<file path="src/hdl/pin_bank_pkg.sv">
package pin_bank_pkg;

  // ==========================================================================
  // Geometry
  localparam int NUM_PORTS     = 3;
  localparam int PINS_PER_PORT = 8;
  localparam int NUM_PINS      = 24;
  localparam int MODE_W        = 4;

  // ==========================================================================
  // Register map, one 32-bit word each, port stride 0x40.
  localparam logic [11:0] PORT_STRIDE          = 12'h040;
  localparam logic [5:0]  OFS_PIN_LEVEL        = 6'h00;
  localparam logic [5:0]  OFS_OUTPUT_LEVEL     = 6'h04;
  localparam logic [5:0]  OFS_OUTPUT_CLEAR     = 6'h08;
  localparam logic [5:0]  OFS_OUTPUT_SET       = 6'h0c;
  localparam logic [5:0]  OFS_WAKE_ENABLE      = 6'h10;
  localparam logic [5:0]  OFS_MODE_LOW_PINS    = 6'h14;
  localparam logic [5:0]  OFS_MODE_HIGH_PINS   = 6'h18;
  localparam logic [11:0] ADDR_DEBUG_PIN_CONFIG = 12'h100;
  localparam logic [11:0] ADDR_DEBUG_PIN_STATUS = 12'h104;
  localparam logic [11:0] ADDR_TIMER_ROUTE      = 12'h108;

  // Field positions.
  localparam int BIT_EXT_REGULATOR_ENABLE = 4;
  localparam int BIT_DEBUG_PINS_DISABLE   = 5;
  localparam int BIT_BOOT_SELECT_CAPTURED = 3;
  localparam int BIT_ROUTE_CH1            = 4;

  // ==========================================================================
  // Mode codes.
  localparam logic [3:0] MODE_ANALOG    = 4'h0;
  localparam logic [3:0] MODE_IN_FLOAT  = 4'h4;
  localparam logic [3:0] MODE_IN_PULL   = 4'h8;
  localparam logic [3:0] MODE_OUT_PP    = 4'h1;
  localparam logic [3:0] MODE_OUT_OD    = 4'h5;
  localparam logic [3:0] MODE_ALT_PP    = 4'h9;

  // Reset values.
  localparam logic [15:0] RST_MODE_HALF = 16'h4444;
  localparam logic [7:0]  RST_BYTE      = 8'h00;

  // ==========================================================================
  // Boot-select delay: 512 RC periods; the RC period is a plain default.
  localparam int RC_PERIOD_NS  = 10;
  localparam int CLK_PERIOD_NS = 10;
  localparam int BOOT_DELAY_RC = 512;
  localparam int BOOT_DELAY_CYC =
    (BOOT_DELAY_RC * RC_PERIOD_NS + CLK_PERIOD_NS - 1) / CLK_PERIOD_NS;
  localparam int BOOT_CNT_W = 12;

  // Pad controls for one bank of 24 pins.
  typedef struct packed {
    logic [NUM_PINS-1:0] out;
    logic [NUM_PINS-1:0] oe;
    logic [NUM_PINS-1:0] pull_en;
    logic [NUM_PINS-1:0] pull_up;
  } pad_ctrl_t;

  // Debug port status from the debug interface.
  typedef struct packed {
    logic scan_active;
    logic wire_active;
    logic wire_data_out;
    logic wire_data_oe;
    logic scan_data_out;
  } debug_if_t;

endpackage

</file>
<file path="src/hdl/pin_bank.sv">
//Function
//24 pins as three 8-bit ports.
//Pin-level register returns sampled pin levels.
//Set and clear registers modify output level.
//Per-port wake-enable register selects wake pins.
//4-bit mode fields in low/high registers.
//Code 0x0 analog; reads constant one.
//Code 0x4 floating input, driver off.
//Code 0x8 pulled input; output bit picks direction.
//Code 0x1 push-pull from output bit.
//Code 0x5 open-drain, no internal pull.
//Open-drain zero sinks, one tri-states.
//Code 0x9 peripheral drives the pin.
//Enabled timer channel beats serial output.
//Route bits 4-7 pick port A/B pins.
//Alternate pin without peripheral drives zero.
//Debug-disable bit releases port C debug pins.
//Regulator bit forces A7 open-drain enable.
//Scan mode forces C0/C3/C4 pulled, C2 output.
//Two-wire mode makes C4 debugger-driven bidirectional.
//Full reset returns modes to floating input.
//Full reset sets regulator, clears debug-disable.
//A5 pulled up 512 RC periods, then sampled.
//A5 then floats; sample kept readable.
//Written ones act; written zeros ignored.
`timescale 1ns/1ps
`default_nettype none

module pin_bank
  import pin_bank_pkg::*;
(
  input  wire logic                          clk_sys,
  input  wire logic                          resetn,
  input  wire logic                          boot_strap_reset,
  // APB slave.
  input  wire logic                          psel,
  input  wire logic                          penable,
  input  wire logic                          pwrite,
  input  wire logic [11:0]                   paddr,
  input  wire logic [31:0]                   pwdata,
  output logic                               pready,
  output logic [31:0]                        prdata,
  output logic                               pslverr,
  // Pads.
  input  wire logic [pin_bank_pkg::NUM_PINS-1:0] pad_in,
  output pin_bank_pkg::pad_ctrl_t            pad_ctrl,
  // Peripherals.
  input  wire logic [pin_bank_pkg::NUM_PINS-1:0] serial_out,
  input  wire logic [pin_bank_pkg::NUM_PINS-1:0] serial_present,
  input  wire logic [3:0]                    timer_two_channel,
  input  wire logic [3:0]                    timer_two_channel_enable,
  input  wire logic                          regulator_enable_signal,
  input  wire pin_bank_pkg::debug_if_t       debug_if,
  output logic [pin_bank_pkg::NUM_PINS-1:0]  pin_level_to_periph,
  output logic [pin_bank_pkg::NUM_PINS-1:0]  wake_enable,
  output logic                               boot_select_n,
  output logic                               boot_sample_done
);

  // ==========================================================================
  // Decoding helpers

  // Returns the mode field of pin p from the two configuration halves.
  function automatic logic [3:0] mode_of(input logic [15:0] lo, input logic [15:0] hi,
                                         input int p);
    logic [31:0] all;
    all = {hi, lo};
    return all[p*MODE_W +: MODE_W];
  endfunction

  // Returns the port index from address bits 7:6, with no range check.
  function automatic logic [1:0] port_of(input logic [11:0] a);
    logic [1:0] idx;
    idx = a[7:6];
    return idx;
  endfunction

  // ==========================================================================
  // Registers
  logic [7:0]  out_level_q [NUM_PORTS];
  logic [7:0]  wake_q      [NUM_PORTS];
  logic [15:0] mode_lo_q   [NUM_PORTS];
  logic [15:0] mode_hi_q   [NUM_PORTS];
  logic        ext_reg_en_q;
  logic        dbg_dis_q;
  logic [3:0]  route_q;
  logic [BOOT_CNT_W-1:0] boot_cnt_q;
  logic        boot_done_q;
  logic        boot_val_q;
  logic [7:0]  level_q     [NUM_PORTS];

  logic        acc_phase;
  logic        wr_en;
  logic [1:0]  wr_port;
  logic        port_hit;
  logic [5:0]  wr_ofs;

  assign acc_phase = psel && penable;
  assign wr_en     = acc_phase && pwrite;
  assign wr_port   = port_of(paddr);
  assign port_hit  = (paddr[11:8] == 4'h0) && (wr_port != 2'd3);
  assign wr_ofs    = paddr[5:0];

  // Per-port configuration and output registers.
  generate
    for (genvar g = 0; g < NUM_PORTS; g++)
    begin : g_port
      always_ff @(posedge clk_sys or negedge resetn)
      begin
        if (!resetn)
        begin
          out_level_q[g] <= RST_BYTE;
          wake_q[g]      <= RST_BYTE;
          mode_lo_q[g]   <= RST_MODE_HALF;
          mode_hi_q[g]   <= RST_MODE_HALF;
        end
        else if (wr_en && port_hit && (wr_port == 2'(g)))
        begin
          case (wr_ofs)
            OFS_OUTPUT_LEVEL:   out_level_q[g] <= pwdata[7:0];
            OFS_OUTPUT_CLEAR:   out_level_q[g] <= out_level_q[g] & ~pwdata[7:0];
            OFS_OUTPUT_SET:     out_level_q[g] <= out_level_q[g] | pwdata[7:0];
            OFS_WAKE_ENABLE:    wake_q[g]      <= pwdata[7:0];
            OFS_MODE_LOW_PINS:  mode_lo_q[g]   <= pwdata[15:0];
            OFS_MODE_HIGH_PINS: mode_hi_q[g]   <= pwdata[15:0];
            default:            out_level_q[g] <= out_level_q[g];
          endcase
        end
      end
    end
  endgenerate

  // Debug configuration and timer routing.
  always_ff @(posedge clk_sys or negedge resetn)
  begin
    if (!resetn)
    begin
      ext_reg_en_q <= 1'b1;
      dbg_dis_q    <= 1'b0;
      route_q      <= 4'h0;
    end
    else if (wr_en && paddr == ADDR_DEBUG_PIN_CONFIG)
    begin
      ext_reg_en_q <= pwdata[BIT_EXT_REGULATOR_ENABLE];
      dbg_dis_q    <= pwdata[BIT_DEBUG_PINS_DISABLE];
    end
    else if (wr_en && paddr == ADDR_TIMER_ROUTE)
    begin
      route_q <= pwdata[BIT_ROUTE_CH1 +: 4];
    end
  end

  // Boot-select window: count after release, then sample A5 once.
  always_ff @(posedge clk_sys or negedge resetn)
  begin
    if (!resetn)
    begin
      boot_cnt_q  <= '0;
      boot_done_q <= 1'b1;
      boot_val_q  <= 1'b1;
    end
    else if (boot_strap_reset)
    begin
      boot_cnt_q  <= '0;
      boot_done_q <= 1'b0;
    end
    else if (!boot_done_q)
    begin
      if (boot_cnt_q == BOOT_CNT_W'(BOOT_DELAY_CYC - 1))
      begin
        boot_done_q <= 1'b1;
        boot_val_q  <= pad_in[5];
      end
      else
      begin
        boot_cnt_q <= boot_cnt_q + 1'b1;
      end
    end
  end

  // ==========================================================================
  // Per-pin mode resolution
  logic [NUM_PINS-1:0] alt_val, alt_have;
  logic [NUM_PINS-1:0] n_out, n_oe, n_pen, n_pup, n_in;
  logic [3:0]          tmode [NUM_PINS];

  // Timer channel pin targets per route bit.
  always_comb
  begin
    alt_val  = serial_out & serial_present;
    alt_have = serial_present;
    for (int c = 0; c < 4; c++)
    begin
      int pa;
      int pb;
      pa = (c == 0) ? 0 : (c == 1) ? 3 : (c == 2) ? 1 : 2;
      pb = 9 + c;
      if (timer_two_channel_enable[c])
      begin
        if (route_q[c])
        begin
          alt_val[pb]  = timer_two_channel[c];
          alt_have[pb] = 1'b1;
        end
        else
        begin
          alt_val[pa]  = timer_two_channel[c];
          alt_have[pa] = 1'b1;
        end
      end
    end
  end

  generate
    for (genvar p = 0; p < NUM_PINS; p++)
    begin : g_pin
      // Decodes the effective mode of one pin into pad controls.
      always_comb
      begin
        logic [3:0] m;
        logic       ov;
        m  = mode_of(mode_lo_q[p/8], mode_hi_q[p/8], p%8);
        ov = out_level_q[p/8][p%8];
        tmode[p] = m;
        n_out[p] = 1'b0;
        n_oe[p]  = 1'b0;
        n_pen[p] = 1'b0;
        n_pup[p] = 1'b0;
        n_in[p]  = pad_in[p];
        case (m)
          MODE_ANALOG:   n_in[p] = 1'b1;
          MODE_IN_FLOAT: n_oe[p] = 1'b0;
          MODE_IN_PULL:
          begin
            n_pen[p] = 1'b1;
            n_pup[p] = ov;
          end
          MODE_OUT_PP:
          begin
            n_oe[p]  = 1'b1;
            n_out[p] = ov;
          end
          MODE_OUT_OD:  n_oe[p] = ~ov;
          MODE_ALT_PP:
          begin
            n_oe[p]  = 1'b1;
            n_out[p] = alt_have[p] ? alt_val[p] : 1'b0;
          end
          default:       n_oe[p] = 1'b0;
        endcase
      end
    end
  endgenerate

  // Forced functions override the decoded controls.
  pad_ctrl_t                      nxt;
  logic [NUM_PINS-1:0]            nxt_in;
  localparam int                  BOOT_PIN       = 5;
  localparam int                  REG_PIN        = 7;
  localparam int                  SCAN_OUT_PIN   = 18;
  localparam int                  SCAN_SEL_PIN   = 20;
  localparam logic [NUM_PINS-1:0] SCAN_PULL_MASK = 24'h190000; // Port C pins 0, 3 and 4.

  always_comb
  begin
    nxt.out     = n_out;
    nxt.oe      = n_oe;
    nxt.pull_en = n_pen;
    nxt.pull_up = n_pup;
    nxt_in      = n_in;
    if (ext_reg_en_q)
    begin
      nxt.out[REG_PIN]     = 1'b0;
      nxt.oe[REG_PIN]      = ~regulator_enable_signal;
      nxt.pull_en[REG_PIN] = 1'b0;
      nxt_in[REG_PIN]      = pad_in[REG_PIN];
    end
    if (!dbg_dis_q && debug_if.scan_active)
    begin
      nxt.oe                    = nxt.oe & ~SCAN_PULL_MASK;
      nxt.pull_en               = nxt.pull_en | SCAN_PULL_MASK;
      nxt.pull_up               = nxt.pull_up | SCAN_PULL_MASK;
      nxt_in                    = (nxt_in & ~SCAN_PULL_MASK) | (pad_in & SCAN_PULL_MASK);
      nxt.oe[SCAN_OUT_PIN]      = 1'b1;
      nxt.out[SCAN_OUT_PIN]     = debug_if.scan_data_out;
      nxt.pull_en[SCAN_OUT_PIN] = 1'b0;
    end
    else if (!dbg_dis_q && debug_if.wire_active)
    begin
      nxt.oe[SCAN_SEL_PIN]      = debug_if.wire_data_oe;
      nxt.out[SCAN_SEL_PIN]     = debug_if.wire_data_out;
      nxt.pull_en[SCAN_SEL_PIN] = 1'b0;
      nxt_in[SCAN_SEL_PIN]      = pad_in[SCAN_SEL_PIN];
    end
    if (!boot_done_q)
    begin
      nxt.oe[BOOT_PIN]      = 1'b0;
      nxt.pull_en[BOOT_PIN] = 1'b1;
      nxt.pull_up[BOOT_PIN] = 1'b1;
      nxt_in[BOOT_PIN]      = pad_in[BOOT_PIN];
    end
  end

  // Registered pad controls and sampled levels.
  always_ff @(posedge clk_sys or negedge resetn)
  begin
    if (!resetn)
    begin
      pad_ctrl            <= '0;
      pin_level_to_periph <= '0;
      level_q             <= '{default: 8'h00};
    end
    else
    begin
      pad_ctrl            <= nxt;
      pin_level_to_periph <= nxt_in;
      for (int k = 0; k < NUM_PORTS; k++)
        level_q[k] <= nxt_in[k*8 +: 8];
    end
  end

  // Status outputs.
  always_ff @(posedge clk_sys or negedge resetn)
  begin
    if (!resetn)
    begin
      wake_enable      <= '0;
      boot_select_n    <= 1'b1;
      boot_sample_done <= 1'b0;
    end
    else
    begin
      wake_enable      <= {wake_q[2], wake_q[1], wake_q[0]};
      boot_select_n    <= boot_val_q;
      boot_sample_done <= boot_done_q;
    end
  end

  // ==========================================================================
  // APB read path, zero-wait, error on unmapped addresses.
  logic [31:0] rd_d;
  logic        err_d;
  always_comb
  begin
    rd_d  = 32'h0000_0000;
    err_d = 1'b0;
    if (port_hit)
    begin
      case (wr_ofs)
        OFS_PIN_LEVEL:      rd_d[7:0]  = level_q[wr_port];
        OFS_OUTPUT_LEVEL:   rd_d[7:0]  = out_level_q[wr_port];
        OFS_OUTPUT_CLEAR:   rd_d       = 32'h0000_0000;
        OFS_OUTPUT_SET:     rd_d       = 32'h0000_0000;
        OFS_WAKE_ENABLE:    rd_d[7:0]  = wake_q[wr_port];
        OFS_MODE_LOW_PINS:  rd_d[15:0] = mode_lo_q[wr_port];
        OFS_MODE_HIGH_PINS: rd_d[15:0] = mode_hi_q[wr_port];
        default:            err_d      = 1'b1;
      endcase
    end
    else if (paddr == ADDR_DEBUG_PIN_CONFIG)
    begin
      rd_d[BIT_EXT_REGULATOR_ENABLE] = ext_reg_en_q;
      rd_d[BIT_DEBUG_PINS_DISABLE]   = dbg_dis_q;
    end
    else if (paddr == ADDR_DEBUG_PIN_STATUS)
    begin
      rd_d[BIT_BOOT_SELECT_CAPTURED] = boot_val_q;
    end
    else if (paddr == ADDR_TIMER_ROUTE)
    begin
      rd_d[BIT_ROUTE_CH1 +: 4] = route_q;
    end
    else
    begin
      err_d = 1'b1;
    end
  end

  // Answer registered in the setup cycle, so pready rises in the access phase.
  always_ff @(posedge clk_sys or negedge resetn)
  begin
    if (!resetn)
    begin
      pready  <= 1'b0;
      prdata  <= 32'h0000_0000;
      pslverr <= 1'b0;
    end
    else
    begin
      pready  <= psel && !penable;
      prdata  <= (psel && !penable && !pwrite) ? rd_d : 32'h0000_0000;
      pslverr <= psel && !penable && err_d;
    end
  end

  // ==========================================================================
  // Assertions
  AST_ANALOG_READS_ONE: assert property (@(posedge clk_sys) disable iff (!resetn)
    (tmode[8] == MODE_ANALOG) |=> pin_level_to_periph[8])
    else $error("Analog pin did not read one.");
  AST_SET_WRITE: assert property (@(posedge clk_sys) disable iff (!resetn)
    (wr_en && port_hit && wr_port == 2'd1 && wr_ofs == OFS_OUTPUT_SET)
      |=> ((out_level_q[1] & $past(pwdata[7:0])) == $past(pwdata[7:0])))
    else $error("Set write did not set bits.");
  AST_CLEAR_WRITE: assert property (@(posedge clk_sys) disable iff (!resetn)
    (wr_en && port_hit && wr_port == 2'd0 && wr_ofs == OFS_OUTPUT_CLEAR)
      |=> (out_level_q[0] == ($past(out_level_q[0]) & ~$past(pwdata[7:0]))))
    else $error("Clear write wrong.");
  AST_PP_DRIVE: assert property (@(posedge clk_sys) disable iff (!resetn)
    (tmode[11] == MODE_OUT_PP) |=> (pad_ctrl.oe[11] && pad_ctrl.out[11] == $past(out_level_q[1][3])))
    else $error("Push-pull pin not driven from output bit.");
  AST_OD_DRIVE: assert property (@(posedge clk_sys) disable iff (!resetn)
    (tmode[12] == MODE_OUT_OD) |=> (pad_ctrl.oe[12] == !$past(out_level_q[1][4]) && !pad_ctrl.out[12]))
    else $error("Open-drain pin wrong.");
  AST_ALT_ZERO: assert property (@(posedge clk_sys) disable iff (!resetn)
    (tmode[14] == MODE_ALT_PP && !serial_present[14]) |=> (pad_ctrl.oe[14] && !pad_ctrl.out[14]))
    else $error("Alternate pin without peripheral not zero.");
  AST_REG_FORCE: assert property (@(posedge clk_sys) disable iff (!resetn)
    (resetn && ext_reg_en_q) |=> (pad_ctrl.oe[7] == !$past(regulator_enable_signal)))
    else $error("Regulator pin not forced.");
  AST_SCAN_FORCE: assert property (@(posedge clk_sys) disable iff (!resetn)
    (!dbg_dis_q && debug_if.scan_active) |=> (pad_ctrl.oe[18] && pad_ctrl.pull_up[16]))
    else $error("Scan pins not forced.");
  AST_BOOT_PULL: assert property (@(posedge clk_sys) disable iff (!resetn)
    (!boot_done_q) |=> (pad_ctrl.pull_up[5] && !pad_ctrl.oe[5]))
    else $error("Boot pin not pulled up.");

endmodule

`default_nettype wire

</file>
<file path="config.mk">
export PLATFORM = sky130hd
export DESIGN_NAME = pin_bank
export DESIGN_NICKNAME = d
export VERILOG_FILES = /design/src/hdl/pin_bank_pkg.sv /design/src/hdl/pin_bank.sv
export SDC_FILE = /design/constraint.sdc
export NUM_CORES = 1
export LEC_CHECK = 0
export BUFFER_PORTS_ARGS = -buffer_cell sky130_fd_sc_hd__buf_2
export CAP_MARGIN = 20
export CORE_UTILIZATION = 55
export CTS_CLUSTER_SIZE = 30
export DETAILED_ROUTE_END_ITERATION = 8
export PLACE_DENSITY = 0.93
export SYNTH_ARGS = -nofsm -noshare
export SYNTH_HDL_FRONTEND = slang
export SYNTH_SLANG_ARGS = --single-unit
</file>
<file path="constraint.sdc">
create_clock -name clk_sys -period 2 [get_ports clk_sys]
set_input_delay 0 -clock clk_sys [delete_from_list [all_inputs] [get_ports clk_sys]]
set_output_delay 0 -clock clk_sys [all_outputs]
set_load 0.02 [all_outputs]
</file>
==> impl_metrics.env, run 1 <==
export IMPL_wl_per_cell_um=23.8
export IMPL_slowest_delay_ps=550
export IMPL_globalplace_congestion=0.957
export IMPL_yosys_area_top_type_share_pct=52.1
export IMPL_crit_top_cell="nor2b_1"
export IMPL_tightest_slew_ps=714
export IMPL_vias=12800
export IMPL_grt_start_max_net_pins=61
export IMPL_clockBufferDepth=3
export IMPL_grt_setup_unrepaired="no"
export IMPL_hold_violations=0
export IMPL_fin_nets=1825
export IMPL_p_leak_nw=9.19
export IMPL_drtAntennaViolNets=0
export IMPL_worstPathArrival_ps=2350
export IMPL_drc=0
export IMPL_hold_class="in2async"
export IMPL_crit_type="reg2reg"
export IMPL_fill_cells=1530
export IMPL_io_buffers=283
export IMPL_drtIter0Drc=1362
export IMPL_synthCells=1249
export IMPL_fp_dieArea_mm2=0.0268
export IMPL_slew_headroom_pct=51.9
export IMPL_synth_compound_area_share_pct=11.2
export IMPL_drive_gt1_share_pct=33.4
export IMPL_synth_top_family_by_area="simple AND/OR/NAND/NOR gates"
export IMPL_synth_avg_cell_area_um2=11.5
export IMPL_setup_worst_path_start_class="flip-flop"
export IMPL_grtUsageTotal_pct=36.9
export IMPL_path_cells="nor2b_1 -> nor2b_1 -> nor4b_1 -> a22o_1 -> dlygate4sd3_1"
export IMPL_ioPinCount=316
export IMPL_cts_sinks=328
export IMPL_drt_first_pass_iters=7
export IMPL_synthXorXnorAreaFrac_pct=0.486
export IMPL_worstSetupEndpointType="flip-flop"
export IMPL_area_growth_pct=30.1
export IMPL_root_buffer="clkbuf_16"
export IMPL_layout_commonest_cell="dfrtp_1"
export IMPL_grt_overflow=0
export IMPL_totalWireLength_um=48700
export IMPL_ys_top_cells_by_area="dfrtp_1 52%, mux2_2 8.8%, dfstp_2 5.1%"
export IMPL_cp_required_ps=2390
export IMPL_die_w_um=164
export IMPL_dp_hpwl_um=30900
export IMPL_numCtsBuffers=34
export IMPL_critPathMaxFanout=5
export IMPL_synth_edff_count=0
export IMPL_clock_fmax_mhz=510
export IMPL_path_clk_slew_ps=60
export IMPL_slew_viol_final=0
export IMPL_synth_ff_latch_count=328
export IMPL_synth_area_mm2=0.0144
export IMPL_grt_pass1_wl_um=73800
export IMPL_core_rowCount=58
export IMPL_initial_core_util_pct=56.7
export IMPL_synthSimpleGateAreaFrac_pct=14.2
export IMPL_power_density_mw_per_mm2=735
export IMPL_ir_drop_v=0.000618
export IMPL_grt_pass1_vias=13200
export IMPL_slowest_stage="dlygate4sd3_1"
export IMPL_status="finished, final reports clean"
export IMPL_period_minus_slack_ps=1960
export IMPL_via_per_inst=6.25
export IMPL_post_cts_buffers=0
export IMPL_clkLatencyLatePin_ps=520
export IMPL_ys_dominant_reg_cell="dfrtp_1"
export IMPL_skew_ps=35.9
export IMPL_dieHeight_um=164
export IMPL_multiInputGateArea_mm2=0.00575
export IMPL_antenna_found_initial=1
export IMPL_yosysSeqAreaShare_pct=57.2
export IMPL_muxShareOfSynthArea_pct=13.4
export IMPL_yosysTopAreaCell="dfrtp_1"
export IMPL_setup_violations=0
export IMPL_period_share_pct=98.1
export IMPL_cts_tree="yes"
export IMPL_tns_ps=0
export IMPL_core_area_mm2=0.0254
export IMPL_final_cell_mix="300 x dfrtp_1, 281 x buf_2, 112 x mux2_2, 106 x dlygate4sd3_1, 103 x o21ai_0"
export IMPL_fin_util_pct=73.8
export IMPL_synth_cell_types=66
export IMPL_cap_violations=0
export IMPL_synth_fa_ha_area_share_pct=0.0869
export IMPL_cts_htree_levels=2
export IMPL_synthArstFlopShare_pct=100
export IMPL_yosys_warnings=0
export IMPL_seqCellArea_mm2=0.00824
layer usage:
metal | vias up | GRT usage, % | routed length [um]
met4 | 0 | 23.7 | 3330
li1 | 5355 | - | -
met1 | 6240 | 44.6 | 17400
met5 | - | 0 | 0
met2 | 909 | 58.4 | 22800
met3 | 262 | 10.1 | 5160
cells by family after synthesis:
kind of cell | count (synthesis)
adders and majority gates | 1
buffers and inverters | 103
other | 1
DFF | 328
AOI/OAI and AO/OA | 266
and+or+nand+nor | 365
muxes | 177
xor gates and xnor gates | 8
power breakdown:
part           internal (W)  switching (W)  total [W]  leakage, nW
clock network       0.00355        0.00263    0.00618        0.513
registers           0.00666      0.0000240    0.00669         4.27
logic              0.000350       0.000561   0.000911         4.42
critical path: cells and delay by family (launching register included):
kind / cells / cell delay, ps
AO/OA/AOI/OAI: 1 / 200
buffers and inverters: 1 / 550
flip-flops: 1 / 480
AND/OR/NAND/NOR: 3 / 620
flip-flops by register name (all words and copies together), names as in the netlist:
signal	count
boot_cnt_q	12
boot_done_q	1
boot_sample_done	1
boot_select_n	1
boot_val_q	1
dbg_dis_q	1
ext_reg_en_q	1
g_pin.$2.m	96
g_pin.$2.ov	24
level_q	22
pad_ctrl	96
pin_level_to_periph	2
prdata	16
pready	1
pslverr	1
route_q	4
wake_enable	24
wake_q	24
final cells by class:
cell class / count / area share (%)
diodes: 3 / 0.0401
clock buffers: 49 / 5.22
clock inverters: 10 / 0.494
inverters: 34 / 0.681
multi-input cells: 833 / 30.7
flip-flops and latches: 328 / 44.0
well taps: 330 / 2.20
repair buffers: 457 / 16.7
cells in the mapped netlist (4+ instances only):
library cell	n
a21o_1	22
a21oi_1	55
a22o_1	8
a22oi_1	23
a311oi_1	4
a31oi_1	19
and2_1	19
and3_1	32
and3b_1	18
buf_1	5
buf_2	8
buf_4	18
clkbuf_1	35
dfrtp_1	300
dfstp_2	28
inv_1	33
mux2_2	112
mux2_4	4
mux2i_1	60
nand2_1	93
nand3_1	28
nand3b_1	5
nor2_1	54
nor2b_1	9
nor3_1	48
nor3_4	5
nor4_1	4
nor4b_1	16
o211ai_1	14
o21ai_0	103
o22ai_1	10
or3_1	5
xnor2_1	5
path summary, 6_finish.rpt:
path	startpoint	end	slack [ps]	depth (start not counted)
hold reg to reg	wake_q[12]	wake_enable[12]	400	0
min in group clk_sys	serial_present[14]	pad_ctrl[86]	20	4
setup / recovery	dbg_dis_q	pad_ctrl[92]	40	5
max in group asynchronous	resetn	g_pin[23].$2.m[2]	1240	3
setup reg to reg	dbg_dis_q	pad_ctrl[92]	40	5
hold / removal	resetn	boot_cnt_q[1]	20	2
per-stage QoR:
| stage | hold slack (ps) | cells | total power (W) | setup slack (ps) | cell area, um2 |
|---|---|---|---|---|---|
| after global placement | -23.4 | 1876 | 0.00752 | 87.1 | 16600 |
| final | 15.8 | 2044 | 0.0138 | 39.0 | 18700 |
| after CTS | 0.979 | 2042 | 0.0137 | 50.0 | 18700 |
| after global routing | 29.6 | 2042 | 0.0141 | 0.131 | 18700 |
| after detailed placement | -15.3 | 1876 | 0.00754 | 65.3 | 16600 |
| after floorplan | -296 | 1264 | 0.00710 | 89.9 | 14500 |
repair_timing:
action | 4_1_cts | 5_1_grt
gates resized for setup | 0 | 1
endpoints found under the setup margin | 0 | 2
hold buffers | 107 | 0
endpoints found under the hold margin | 447 | 0
Note: power is estimated with default switching activity, not from simulation.
==> inputs of run 2 (changes only) <==
--- a/config.mk
+++ b/config.mk
@@ -10,2 +10,3 @@
 export CORE_UTILIZATION = 55
+export CTS_CLUSTER_DIAMETER = 30
 export CTS_CLUSTER_SIZE = 30
==> constraint.sdc (replaced) <==
create_clock -name clk_sys -period 2 [get_ports clk_sys]
set_input_delay 0.4 -clock clk_sys [delete_from_list [all_inputs] [get_ports clk_sys]]
set_output_delay 0.4 -clock clk_sys [all_outputs]
set_load 0.02 [all_outputs]
==> run 2 against run 1 <==
Clock skew is 5.5 ps lower. Power grew 33%. Clock power is 75% higher. Sequential share of layout area is 1.4 points lower. Wire length rose by 4.2%. The flow now finishes with violations (hold timing). Sequential power hardly changed. Die area is the same. Core utilization increased by 2.5 points. Flip-flop and latch count unchanged. Fmax grew 4.1%. Register-to-register slack improved by 150 ps. Largest cell class unchanged. Via count is 1.7% higher.
==> impl_metrics.env, run 2 (synthesized netlist as in run 1, its figures left out) <==
export IMPL_status="finished, violations left"
export IMPL_violations="hold timing"
export IMPL_seqCellArea_mm2=0.00824
export IMPL_crit_top_cell="buf_4"
export IMPL_worstPathArrival_ps=2330
export IMPL_dpl_worst_slack_ps=-253
export IMPL_slew_viol_final=0
export IMPL_power_frac_comb_pct=4.6
export IMPL_switchingPower_w=0.00422
export IMPL_vias=13000
export IMPL_fill_cells=1495
export IMPL_setup_worst_path_start_class="primary input"
export IMPL_post_cts_buffers=0
export IMPL_hold_class="in2reg"
export IMPL_tightest_slew_ps=728
export IMPL_sw_frac_of_total_pct=23.0
export IMPL_r2r_slack_ps=190
export IMPL_die_w_um=164
export IMPL_core_rowCount=58
export IMPL_setup_violations=0
export IMPL_period_minus_slack_ps=1880
export IMPL_skew_ps=30.4
export IMPL_antenna_found_initial=5
export IMPL_cts_tree="yes"
export IMPL_worstSetupEndpointType="flip-flop"
export IMPL_core_area_mm2=0.0254
export IMPL_critPathMaxFanout=5
export IMPL_fp_dieArea_mm2=0.0268
export IMPL_clockBufferDepth=3
export IMPL_fin_ws_ps=117
export IMPL_via_per_inst=6.38
export IMPL_area_growth_pct=34.5
export IMPL_power_internal_w=0.0141
export IMPL_multiInputGateArea_mm2=0.00592
export IMPL_totalWireLength_um=50700
export IMPL_cap_violations=0
export IMPL_layout_cells_non_filler=2037
export IMPL_crit_type="in2reg"
export IMPL_path_clk_slew_ps=50
export IMPL_slew_headroom_pct=50.9
export IMPL_ir_drop_v=0.000683
export IMPL_grt_pass1_wl_um=75500
export IMPL_drc=0
export IMPL_slowest_stage="nor4_4"
export IMPL_tns_ps=0
export IMPL_grt_pass1_vias=13300
export IMPL_numCtsBuffers=61
export IMPL_final_area_mm2=0.0194
export IMPL_ioPinCount=316
export IMPL_grt_setup_unrepaired="no"
export IMPL_dp_hpwl_um=31700
export IMPL_grt_overflow=0
export IMPL_layout_commonest_cell="dfrtp_1"
export IMPL_cts_sinks=328
export IMPL_path_cells="buf_2 -> buf_4 -> nor4_4 -> buf_4 -> nand2_1 -> nor3_2 -> buf_4 -> mux2_2"
export IMPL_io_buffers=283
export IMPL_dieHeight_um=164
export IMPL_final_cell_mix="300 x dfrtp_1, 281 x buf_2, 103 x o21ai_0, 93 x nand2_1, 87 x buf_4"
export IMPL_grt_start_max_net_pins=56
export IMPL_drtIter0Drc=1665
export IMPL_place_area_mm2=0.0171
export IMPL_hold_violations=1
export IMPL_drt_first_pass_iters=6
export IMPL_cts_htree_levels=2
export IMPL_globalplace_congestion=0.955
export IMPL_root_buffer="clkbuf_16"
export IMPL_p_leak_nw=9.57
export IMPL_fin_nets=1786
export IMPL_drtAntennaViolNets=0
export IMPL_dp_cells=1912
export IMPL_slowest_delay_ps=380
export IMPL_timing_hold_ws_ps=-0.407
export IMPL_p_clk_share_pct=58.8
export IMPL_clock_fmax_mhz=531
export IMPL_totalPowerFinal_w=0.0183
export IMPL_grtUsageTotal_pct=37.6
export IMPL_initial_core_util_pct=56.7
export IMPL_power_density_mw_per_mm2=945
export IMPL_clkLatencyLatePin_ps=590
export IMPL_period_share_pct=94.2
export IMPL_cp_required_ps=2450
export IMPL_p_seq_share_pct=36.6
export IMPL_drive_gt1_share_pct=39.4
export IMPL_wl_per_cell_um=24.9
==> run 2: changes by cell type in the layout (fill, tap and decap cells not counted), moves of 4 or more <==
cell and delta:
clkinv_4 +4, clkbuf_16 +26, inv_6 +6, bufinv_16 +9
mux2_2 -27, diode_2 +5, mux2_4 +28, buf_12 +8
buf_4 +28, dlygate4sd3_1 -102, clkinv_2 +6
==> run 2: power by group through the flow <==
stage                     clock [W]  combinational (W)  sequential, W
after CTS                    0.0108           0.000820        0.00670
final                        0.0108           0.000847        0.00670
after global placement            0           0.000775        0.00680
after global routing         0.0111           0.000893        0.00670
after detailed placement          0           0.000796        0.00681
after floorplan                   0           0.000289        0.00682
==> run 2: worst paths after layout <==
path / start / end / cells past startpoint
setup / recovery: paddr[8] / g_pin[12].$2.m[1] / 8
hold / removal: pad_in[18] / level_q[2] / 2
setup reg to reg: boot_cnt_q[0] / boot_cnt_q[8] / 6
hold reg to reg: boot_val_q / boot_select_n / 0
max in group asynchronous: resetn / boot_done_q / 3
min in group asynchronous: resetn / g_pin[15].$2.m[0] / 2
==> run 2: layer usage <==
| layer | part of all wire [%] | up-vias | track usage [%] |
|---|---|---|---|
| met3 | 10 | 303 | 10.1 |
| met5 | 0.020 | - | 0 |
| met2 | 47 | 1016 | 60.3 |
| li1 | - | 5313 | - |
| met4 | 7.2 | 2 | 26.0 |
| met1 | 35 | 6355 | 44.1 |
==> run 2: cell type report <==
class | count | share of cell area (%)
clock inverter | 40 | 2.77
timing repair buffer | 391 | 12.8
clock buffer | 73 | 8.42
antenna | 8 | 0.103
inverter | 34 | 0.659
tap | 330 | 2.13
sequential | 328 | 42.6
multi-input combinational | 833 | 30.6
==> run 2: repair_timing <==
action	CTS	global route
hold buffers	4	0
endpoints found under the hold margin	40	0
gates resized for setup	0	1
endpoints found under the setup margin	0	1
==> run 2: worst max-delay path, delay by kind of cell <==
| kind | cells | cell delay, ps |
|---|---|---|
| mux | 1 | 340 |
| simple gates | 3 | 880 |
| buf+inv | 4 | 700 |
==> run 2: metrics by stage <==
step,utilization [%],hold slack [ps]
detailed placement,67.5,345
CTS,76.1,1.42
global route,76.2,7.93
floorplan,-,104
global placement,67.5,344
finish,76.2,-0.407
